--- config.mk ---
export PLATFORM = sky130hd
export DESIGN_NAME = emsp_pins
export DESIGN_NICKNAME = d
export VERILOG_FILES = /design/src/hw/emsp_sync2.v /design/src/hw/emsp_region_match.v /design/src/hw/emsp_pins.v
export VERILOG_INCLUDE_DIRS = /design/src /design/src/hw
export SDC_FILE = /design/constraint.sdc
export NUM_CORES = 1
export LEC_CHECK = 0
export BUFFER_PORTS_ARGS = -buffer_cell sky130_fd_sc_hd__buf_2
export CORE_MARGIN = 2
export CORE_UTILIZATION = 41
export DETAILED_ROUTE_END_ITERATION = 7
export PLACE_DENSITY = 0.84
export SYNTH_ARGS = -nofsm -noshare
export SYNTH_HDL_FRONTEND = slang
export SYNTH_SLANG_ARGS = --single-unit
--- constraint.sdc ---
create_clock -name i_clk_sys -period 2.1 [get_ports i_clk_sys]
set_input_delay 0.105 -clock i_clk_sys [delete_from_list [all_inputs] [get_ports i_clk_sys]]
set_output_delay 0.105 -clock i_clk_sys [all_outputs]
set_load 0.05 [all_outputs]
--- src/hw/emsp_defines.vh ---
// Constants for the external memory strobe and select pin block
`ifndef EMSP_DEFINES_VH
`define EMSP_DEFINES_VH
`define EMSP_ADDR_W 17
`define EMSP_DATA_W 16
`define EMSP_PD_ZERO 0
`define EMSP_PD_EIGHT 8
`define EMSP_PD_NINE 9
`define EMSP_PORT_D_W 16
`define EMSP_GPS_CS2_BIT 4
`define EMSP_DRV_RESET 1'b0
`define EMSP_PER_RESET 16'h0000
`define EMSP_PUR_RESET 16'hffff
`define EMSP_SETUP_NS 40
`define EMSP_STROBE_NS 80
`define EMSP_HOLD_NS 40
`define EMSP_CLK_MHZ 25
`define EMSP_CYC_MIN(ns) ((((ns) * `EMSP_CLK_MHZ) + 999) / 1000)
`define EMSP_ST_IDLE 2'h0
`define EMSP_ST_SETUP 2'h1
`define EMSP_ST_STROBE 2'h2
`define EMSP_ST_HOLD 2'h3
`endif

--- src/hw/emsp_sync2.v ---
// Two flip-flop synchroniser for a bank of pin inputs
module emsp_sync2 #(
   parameter W = 3
) (
   input wire i_clk_sys,
   input wire i_resetn,
   input wire [W-1:0] i_async,
   output reg [W-1:0] o_sync
);
   reg [W-1:0] stage_one;

   always @(posedge i_clk_sys) begin
      if (!i_resetn) begin
         stage_one <= {W{1'b0}};
         o_sync <= {W{1'b0}};
      end else begin
         stage_one <= i_async;
         o_sync <= stage_one;
      end
   end
endmodule // emsp_sync2

--- src/hw/emsp_region_match.v ---
// Region decoder for the programmable chip select two
module emsp_region_match #(
   parameter AW = 17
) (
   input wire [AW-1:0] i_addr,
   input wire i_prog_space,
   input wire i_enable,
   input wire i_match_prog,
   input wire i_match_data,
   input wire [AW-1:0] i_base,
   input wire [AW-1:0] i_mask,
   output wire o_hit
);
   // Address bits under the mask must equal the base
   wire addr_ok;
   wire space_ok;

   assign addr_ok = ((i_addr ^ i_base) & i_mask) == {AW{1'b0}};
   assign space_ok = i_prog_space ? i_match_prog : i_match_data;
   assign o_hit = i_enable & addr_ok & space_ok;
endmodule // emsp_region_match

--- src/hw/emsp_pins.v ---
// External memory write strobe, select pins and port D pin sharing
`include "emsp_defines.vh"

module emsp_pins #(
   parameter AW = `EMSP_ADDR_W,
   parameter DW = `EMSP_DATA_W,
   parameter SETUP_NS = `EMSP_SETUP_NS,
   parameter STROBE_NS = `EMSP_STROBE_NS,
   parameter HOLD_NS = `EMSP_HOLD_NS
) (
   input wire i_clk_sys,
   input wire i_resetn,
   input wire i_req_valid,
   input wire i_req_write,
   input wire i_req_prog_space,
   input wire [AW-1:0] i_req_addr,
   input wire [DW-1:0] i_req_wdata,
   output wire o_req_ready,
   output reg o_busy,
   input wire i_read_strobe_n,
   input wire i_bus_drive_keep,
   input wire i_cs0_enable,
   input wire i_cs1_enable,
   input wire i_cs2_enable,
   input wire i_cs2_match_prog,
   input wire i_cs2_match_data,
   input wire [AW-1:0] i_cs2_base,
   input wire [AW-1:0] i_cs2_mask,
   input wire [`EMSP_PORT_D_W-1:0] i_port_d_peripheral_enable,
   input wire [`EMSP_PORT_D_W-1:0] i_port_d_pullup_enable,
   input wire [`EMSP_PORT_D_W-1:0] i_port_d_dir_out,
   input wire [`EMSP_PORT_D_W-1:0] i_port_d_data_out,
   input wire [7:0] i_peripheral_select_reg,
   input wire i_pullup_disable_ctrl,
   input wire i_second_can_transmit,
   input wire [2:0] i_port_d_pins,
   output wire [2:0] o_port_d_in,
   output reg [AW-1:0] o_address_lines,
   output reg [DW-1:0] o_data_lines,
   output reg o_data_lines_oe,
   output reg o_write_strobe_n,
   output wire o_write_strobe_oe,
   output wire o_write_strobe_pullup,
   output reg o_program_space_select_n,
   output wire o_program_space_select_oe,
   output reg o_data_space_select_n,
   output wire o_data_space_select_oe,
   output wire o_chip_select_two_out,
   output wire o_chip_select_two_pin_oe,
   output wire [2:0] o_port_d_pullup_on,
   output reg o_write_done
);
   // Phase lengths in cycles, at least one, cut to the counter width
   localparam integer SETUP_RAW = (`EMSP_CYC_MIN(SETUP_NS) < 1) ? 1 :
      `EMSP_CYC_MIN(SETUP_NS);
   localparam integer STROBE_RAW = (`EMSP_CYC_MIN(STROBE_NS) < 1) ? 1 :
      `EMSP_CYC_MIN(STROBE_NS);
   localparam integer HOLD_RAW = (`EMSP_CYC_MIN(HOLD_NS) < 1) ? 1 :
      `EMSP_CYC_MIN(HOLD_NS);
   localparam [7:0] SETUP_CYC = SETUP_RAW[7:0];
   localparam [7:0] STROBE_CYC = STROBE_RAW[7:0];
   localparam [7:0] HOLD_CYC = HOLD_RAW[7:0];

   reg [1:0] state;
   reg [1:0] next_state;
   reg [7:0] count;
   reg [7:0] next_count;
   reg cur_prog;
   reg chip_select_two;
   reg chip_select_zero;
   reg chip_select_one;
   reg [AW-1:0] addr_q;
   reg [DW-1:0] wdata_q;
   wire cs2_hit;
   wire rd_low_sync;
   wire [2:0] pins_sync;
   wire bus_active;
   wire cs2_is_periph;
   wire cs2_is_chipsel;
   wire [2:0] pd_idx_per;
   wire [2:0] pd_dir;
   wire [2:0] pd_out;
   wire [2:0] pd_pur;

   // Read strobe and shared pins come from outside the clock domain
   emsp_sync2 #(.W(4)) u_sync (
      .i_clk_sys(i_clk_sys),
      .i_resetn(i_resetn),
      .i_async({~i_read_strobe_n, i_port_d_pins}),
      .o_sync({rd_low_sync, pins_sync})
   );
   assign o_port_d_in = pins_sync;

   emsp_region_match #(.AW(AW)) u_cs2 (
      .i_addr(i_req_addr),
      .i_prog_space(i_req_prog_space),
      .i_enable(i_cs2_enable),
      .i_match_prog(i_cs2_match_prog),
      .i_match_data(i_cs2_match_data),
      .i_base(i_cs2_base),
      .i_mask(i_cs2_mask),
      .o_hit(cs2_hit)
   );

   // Write requests only; wait while the read strobe is low
   assign o_req_ready = (state == `EMSP_ST_IDLE) && !rd_low_sync;

   always @* begin
      next_state = state;
      next_count = count;
      case (state)
         `EMSP_ST_IDLE: begin
            if (i_req_valid && i_req_write && o_req_ready) begin
               next_state = `EMSP_ST_SETUP;
               next_count = SETUP_CYC;
            end
         end
         `EMSP_ST_SETUP: begin
            if (count == 8'h01) begin
               next_state = `EMSP_ST_STROBE;
               next_count = STROBE_CYC;
            end else begin
               next_count = count - 8'h01;
            end
         end
         `EMSP_ST_STROBE: begin
            if (count == 8'h01) begin
               next_state = `EMSP_ST_HOLD;
               next_count = HOLD_CYC;
            end else begin
               next_count = count - 8'h01;
            end
         end
         `EMSP_ST_HOLD: begin
            if (count == 8'h01) begin
               next_state = `EMSP_ST_IDLE;
               next_count = 8'h00;
            end else begin
               next_count = count - 8'h01;
            end
         end
         default: begin
            next_state = `EMSP_ST_IDLE;
            next_count = 8'h00;
         end
      endcase
   end

   always @(posedge i_clk_sys) begin
      if (!i_resetn) begin
         state <= `EMSP_ST_IDLE;
         count <= 8'h00;
         cur_prog <= 1'b0;
         addr_q <= {AW{1'b0}};
         wdata_q <= {DW{1'b0}};
         chip_select_zero <= 1'b0;
         chip_select_one <= 1'b0;
         chip_select_two <= 1'b0;
         o_write_strobe_n <= 1'b1;
         o_program_space_select_n <= 1'b1;
         o_data_space_select_n <= 1'b1;
         o_address_lines <= {AW{1'b0}};
         o_data_lines <= {DW{1'b0}};
         o_data_lines_oe <= 1'b0;
         o_busy <= 1'b0;
         o_write_done <= 1'b0;
      end else begin
         state <= next_state;
         count <= next_count;
         o_write_done <= 1'b0;
         // Selects latched once per write, stable through the strobe
         if (state == `EMSP_ST_IDLE && next_state == `EMSP_ST_SETUP) begin
            cur_prog <= i_req_prog_space;
            addr_q <= i_req_addr;
            wdata_q <= i_req_wdata;
            chip_select_zero <= i_req_prog_space & i_cs0_enable;
            chip_select_one <= ~i_req_prog_space & i_cs1_enable;
            chip_select_two <= cs2_hit;
            o_address_lines <= i_req_addr;
            o_program_space_select_n <=
               ~(i_req_prog_space & i_cs0_enable);
            o_data_space_select_n <=
               ~(~i_req_prog_space & i_cs1_enable);
            o_busy <= 1'b1;
         end
         // Strobe low only in the strobe phase of a write
         o_write_strobe_n <= !(next_state == `EMSP_ST_STROBE);
         // Data driven from setup through hold so it is valid at the rise
         o_data_lines_oe <= (next_state != `EMSP_ST_IDLE);
         o_data_lines <= (next_state == `EMSP_ST_IDLE) ? o_data_lines :
            wdata_q;
         if (state == `EMSP_ST_HOLD && next_state == `EMSP_ST_IDLE) begin
            o_program_space_select_n <= 1'b1;
            o_data_space_select_n <= 1'b1;
            chip_select_zero <= 1'b0;
            chip_select_one <= 1'b0;
            chip_select_two <= 1'b0;
            o_busy <= 1'b0;
            o_write_done <= 1'b1;
         end
      end
   end

   assign bus_active = (state != `EMSP_ST_IDLE);

   // Idle control outputs float unless drive-keep is set
   assign o_write_strobe_oe = bus_active | i_bus_drive_keep;
   assign o_write_strobe_pullup = ~i_pullup_disable_ctrl;

   // Port D line mapping: index 0 is line 8, 1 is line 9, 2 is line 0
   assign pd_idx_per = {i_port_d_peripheral_enable[`EMSP_PD_ZERO],
      i_port_d_peripheral_enable[`EMSP_PD_NINE],
      i_port_d_peripheral_enable[`EMSP_PD_EIGHT]};
   assign pd_dir = {i_port_d_dir_out[`EMSP_PD_ZERO],
      i_port_d_dir_out[`EMSP_PD_NINE],
      i_port_d_dir_out[`EMSP_PD_EIGHT]};
   assign pd_out = {i_port_d_data_out[`EMSP_PD_ZERO],
      i_port_d_data_out[`EMSP_PD_NINE],
      i_port_d_data_out[`EMSP_PD_EIGHT]};
   assign pd_pur = {i_port_d_pullup_enable[`EMSP_PD_ZERO],
      i_port_d_pullup_enable[`EMSP_PD_NINE],
      i_port_d_pullup_enable[`EMSP_PD_EIGHT]};

   genvar g;
   generate
      for (g = 0; g < 3; g = g + 1) begin : g_pullup
         assign o_port_d_pullup_on[g] = pd_pur[g];
      end
   endgenerate

   // Lines 8 and 9 take the GPIO direction but still drive the select levels when not given to the memory interface
   assign o_program_space_select_oe = pd_idx_per[0] ?
      (bus_active | i_bus_drive_keep) : pd_dir[0];
   assign o_data_space_select_oe = pd_idx_per[1] ?
      (bus_active | i_bus_drive_keep) : pd_dir[1];

   // Line 0: GPIO, chip select two, or open-drain second CAN transmit
   assign cs2_is_periph = pd_idx_per[2];
   assign cs2_is_chipsel = cs2_is_periph &
      i_peripheral_select_reg[`EMSP_GPS_CS2_BIT];
   assign o_chip_select_two_out = !cs2_is_periph ? pd_out[2] :
      cs2_is_chipsel ? ~chip_select_two : 1'b0;
   assign o_chip_select_two_pin_oe = !cs2_is_periph ? pd_dir[2] :
      cs2_is_chipsel ? (bus_active | i_bus_drive_keep) :
      ~i_second_can_transmit;
endmodule // emsp_pins

# After elaboration in Yosys (flattened, before gate mapping)
# Cells that the tools add are included.
# totals
wordCells,69
out_inout_bits,52
inputBits,156
register_bits,74
# classes
add_sub_neg,1
n_bitwise,16
reduce_logical,13
n_eq_ne,7
n_mux,18
# op_table
op,count
$mux 8,4
$pmux 8 s4,1
$and 17x17->17,1
$logic_not 17->1,1
$xor 17x17->17,1
$eq 8x1->1 const B,1
$mux 1,8
$mux 2,4
$not 1->1,8
$pmux 2 s4,1
$sub 8x1->8 const B,1
$eq 2x2->1 const B,3
$and 1x1->1,5
$logic_and 1x1->1,5
$eq 2x1->1 const B,2
$logic_not 2->1,2
$reduce_bool 2->1,2
$logic_not 1->1,2
$ne 2x1->1 const B,1
$reduce_or 2->1,1
$or 1x1->1,1

# Depth between registers and ports, before layout
# depth
word_depth,8
ltp_mapped,8
ltp_nobuf,7

# Cells and area by module
# A second synthesis with hierarchy kept.
# hier_totals
cells_unflattened,331
area_unflattened_um2,3007.9
# by_module_without_submodules
mod,area_per_inst_um2,seq_area_each_um2,cells_each,n_inst
emsp_pins,2533.7,1321.3,286,1
emsp_region_match,264.0,0.0,29,1
emsp_sync2,210.2,160.2,16,1

# Worst setup path before layout
# No wires, ideal clock.
# synth_path
path_kind,register -> register
from,register state[1]
to,register o_address_lines[14]
setup_time_ns,0.070
period_less_slack_ns,2.224
setup_slack_ns,-0.124
n_path_buf,4
stages_incl_launch_ff,9
arrival_time_ns,2.154
required_ns,2.030
path_cell_list,dfxtp_1 -> buf_2 -> nor3_2 -> and3_1 -> clkbuf_1 -> buf_2 -> buf_2 -> nand2_1 -> a21oi_1
# synth_between
elab_chain_cells,7
elab_cells_between_ends,13
cone_classes,4 x eq/ne; 5 x mux; 4 x reduce/logical
# synth_rtl
item,line_no,source
"start, declared",emsp_pins.v:64,reg [1:0] state;
"start signal, assigned",emsp_pins.v:151,state <= `EMSP_ST_IDLE;
"start signal, assigned",emsp_pins.v:168,state <= next_state;
$logic_not 2->1,n/a,
$logic_and 1x1->1,emsp_pins.v:106,assign o_req_ready = (state == `EMSP_ST_IDLE) && !rd_low_sync;
net o_req_ready,emsp_pins.v:18,"output wire o_req_ready,"
$logic_and 1x1->1,emsp_pins.v:113,if (i_req_valid && i_req_write && o_req_ready) begin
$mux 2,emsp_pins.v:113,
$pmux 2 s4,emsp_pins.v:111,case (state)
$eq 2x1->1 (no source line),n/a,
$logic_and 1x1->1 (no source line),n/a,
"end signal, assigned",emsp_pins.v:162,o_address_lines <= {AW{1'b0}};
"end signal, assigned",emsp_pins.v:179,o_address_lines <= i_req_addr;
"end, declared",emsp_pins.v:38,"output reg [AW-1:0] o_address_lines,"
# The timed path passes the listed nets, and every way through them passes these cells.
# A chain may end at the register's enable or synchronous reset.

# Worst setup path after layout
# layout_path
from,register state[1]
to,output o_chip_select_two_pin_oe
# layout_between
elab_chain_cells,4
# layout_rtl
item,line_no,source
$reduce_bool 2->1 (no source line),n/a,
$or 1x1->1,emsp_pins.v:244,cs2_is_chipsel ? (bus_active | i_bus_drive_keep) :
$mux 1,emsp_pins.v:244,
$mux 1,emsp_pins.v:243,assign o_chip_select_two_pin_oe = !cs2_is_periph ? pd_dir[2] :
"end, declared",emsp_pins.v:49,"output wire o_chip_select_two_pin_oe,"
# Every way passes these cells.

==> impl_metrics.py <==
metrics = {
    "run_status": {
        "outcome": "completed",
    },
    "global_routing": {
        "grt_pass1_wl_um": 13000,
        "overflow": 0,
        "grt_max_degree": 24,
        "antenna_found_initial": 0,
        "first_global_vias": 2940,
        "grt_use_total": 0.196,
    },
    "synthesis": {
        "syn_inst": 355,
        "synth_top_family_by_area": "simple AND/OR/NAND/NOR gates",
        "synth_xor_area_frac": 0.0516,
        "synthSimpleGateAreaFrac": 0.213,
        "ys.flop_type": "dfxtp_1",
        "ys_async_sr_fraction": 0,
        "yosys.area_share.adder": 0.00820,
        "synth_compound_area_frac": 0.141,
        "yosys_register_bits": 74,
        "syn-cell-area_mm2": 0.00305,
        "synth_seq_area_share": 0.485,
        "synth_edf_count": 0,
        "ys_warn_count": 0,
        "synth.area.mux_share": 0.0561,
        "synth_nets": 513,
        "syn_avg_cell_area_um2": 8.60,
        "yosysUniqueCellTypes": 45,
    },
    "worst_setup_path": {
        "slowest_delay_ns": 0.39,
        "worst-path-buf-inv": 2,
        "path_class": "flip-flop to primary output",
        "crit_chain": "or2_2 > nor2_4 > inv_1 > nand2_1 > o21ai_0 > mux2_2 > buf_2",
        "end_kind": "primary output",
        "cp_top_family": "simple AND/OR/NAND/NOR gates",
        "cp_data_arrival_time_ns": 1.85,
        "required_ns": 2.00,
        "crit_slowest_cell": "or2_2",
        "worst_setup_path_start_kind": "flip-flop",
        "cp_max_fo": 4,
    },
    "sta": {
        "setup-violations-final": 0,
        "worst_pin_slew_ns": 0.753,
        "period_needed_ns": 1.95,
        "final.setup_skew_ns": 0.00944,
        "drv_slew": 0,
        "hold_viol_final": 0,
        "min_period_over_period": 0.930,
        "timing.hold.ws_ns": 0.0193,
        "tns_ns": 0,
        "relSlewSlack": 0.493,
        "fmax_mhz": 512,
    },
    "clocking": {
        "cts_setup_buffers": 0,
        "clock-sinks": 74,
        "htree_levels": 3,
        "numCtsBuffers": 9,
        "clkTransAtPathRegs_ns": 0.07,
        "cts_tree": "done",
        "insertion_delay_ns": 0.34,
        "clk_path_buf_depth": 2,
        "clk_root_buffer_cell": "clkbuf_8",
    },
    "final_layout": {
        "fin_area_mm2": 0.00431,
        "fin_cells": 624,
        "drive_above_1_share": 0.337,
        "insertedDiodeCount": 0,
        "syn_to_final_growth_pct": 41.1,
        "nets": 679,
    },
    "die": {
        "io_pins": 208,
        "std_cell_rows": 31,
        "die_y_um": 90.3,
        "die-width_um": 90.3,
        "die_area_mm2": 0.00815,
        "start_util": 0.423,
        "fp.coreArea_mm2": 0.00721,
    },
    "route": {
        "antenna_left": 0,
        "post_drt_wl_per_cell_um": 12.7,
        "viasPerCell": 4.81,
        "vias": 2999,
        "first_pass_iters": 4,
        "first_iter_violations": 81,
        "drc": 0,
        "wl_um": 7920,
    },
    "power_and_ir_drop": {
        "power_w": 0.00333,
        "leakagePower_nw": 2.03,
        "p_per_area_mw_per_mm2": 772,
        "irDropWorstVdd_v": 0.000455,
    },
    "hold_path": {
        "hold_path_class": "primary input to flip-flop",
    },
    "place": {
        "globalplace.congestion": 0.903,
        "place_inst": 585,
        "port_buffers": 140,
        "placed_cell_area_mm2": 0.00388,
        "dpl.hpwl_um": 5780,
    },
    "job": {
        "maxCapViolCount": 0,
    },
}
[flip-flops by register name, indices dropped and copies added, names as in the netlist]
register	flops
u_sync.stage_one	4
wdata_q	16
u_sync.o_sync	4
o_address_lines	17
o_data_lines	16
state	2
chip_select_two	1
o_write_done	1
o_write_strobe_n	1
o_busy	1
count	8
o_data_lines_oe	1
o_data_space_select_n	1
o_program_space_select_n	1
[final cells by class]
cell class / instances / area [um^2]
flip-flops and latches: 74 / 1480
clock buffers: 11 / 151
repair buffers: 177 / 1050
clock inverters: 4 / 27.5
multi-input cells: 252 / 1450
fillers: 634 / 2910
well taps: 99 / 124
inverters: 7 / 26.3
[layout by cell type, fill, tap and decap left out, drive strengths merged, types with 2 or more instances in the layout]
cell type,count
a21o,2
a21oi,45
a22oi,4
a311oi,2
a31oi,2
and2,9
and3,2
buf,153
clkbuf,11
clkinvlp,3
dfxtp,74
dlygate4sd3,24
ha,2
inv,7
mux2i,16
nand2,78
nand3,6
nand3b,2
nand4,2
nor2,33
nor3,3
o21ai,8
xor2,18
[cell usage after synthesis (all sizes together), types with 2 or more instances]
cell / instances / area share
nand2: 78 / 0.096
ha: 2 / 0.0082
inv: 7 / 0.0086
dfxtp: 74 / 0.49
a311oi: 2 / 0.0057
and3: 2 / 0.0041
nand3b: 2 / 0.0049
a21oi: 45 / 0.077
nor2: 33 / 0.041
xor2: 18 / 0.052
a22oi: 4 / 0.0098
and2: 9 / 0.018
buf: 9 / 0.020
nand4: 2 / 0.0061
a21o: 2 / 0.0049
mux2i: 16 / 0.052
clkbuf: 13 / 0.016
a31oi: 2 / 0.0041
nand3: 6 / 0.0098
nor3: 3 / 0.0082
o21ai: 8 / 0.013
[metrics by stage]
stage          setup WS, ns  utilization
4_1_cts              0.0404        0.593
6_report              0.148        0.597
5_1_grt             -0.0121        0.597
3_5_place_dp          0.166        0.538
2_1_floorplan         0.108            -
3_3_place_gp          0.211        0.538
[worst min-delay path, cell delays in order]
cell     delay, ns
buf_2         0.11
nand2_1       0.05
a21oi_1       0.05
[layer usage]
| metal | track usage | share of wire | wire, um | vias to the layer above |
|---|---|---|---|---|
| met5 | 0 | 0 | 0 | - |
| met4 | 0.0513 | 0.0082 | 65 | 0 |
| met3 | 0.0793 | 0.067 | 528 | 6 |
| met2 | 0.359 | 0.53 | 4160 | 94 |
| met1 | 0.207 | 0.40 | 3160 | 1380 |
| li1 | - | - | - | 1519 |
[timing repair]
item                       4_1_cts  5_1_grt
hold endpoints to repair        22        2
hold buffers                    22        2
setup endpoints to repair        0        1
resized for setup                0        2
[cell families after synthesis]
kind of cell               after synthesis
buffers and inverters                   29
muxes                                   17
DFF                                     74
adders and majority gates                2
AOI/OAI and AO/OA                       72
xor gates and xnor gates                18
and+or+nand+nor                        143
[report_power, final]
part           total, W  switching, W  internal (W)
combinational  0.000815      0.000493      0.000322
clock          0.000978      0.000494      0.000484
sequential      0.00153     0.0000516       0.00148
[final timing paths]
check,start,endpoint,slack [ns],depth (start not counted)
hold / removal,i_req_addr[3],o_address_lines[3],0.02,3
setup / recovery,state[1],o_chip_select_two_pin_oe,0.15,7
setup reg to reg,count[1],o_data_lines[15],0.17,8
hold reg to reg,u_sync.stage_one[3],u_sync.o_sync[3],0.44,1
No activity file was read; power rests on OpenSTA's default activity.
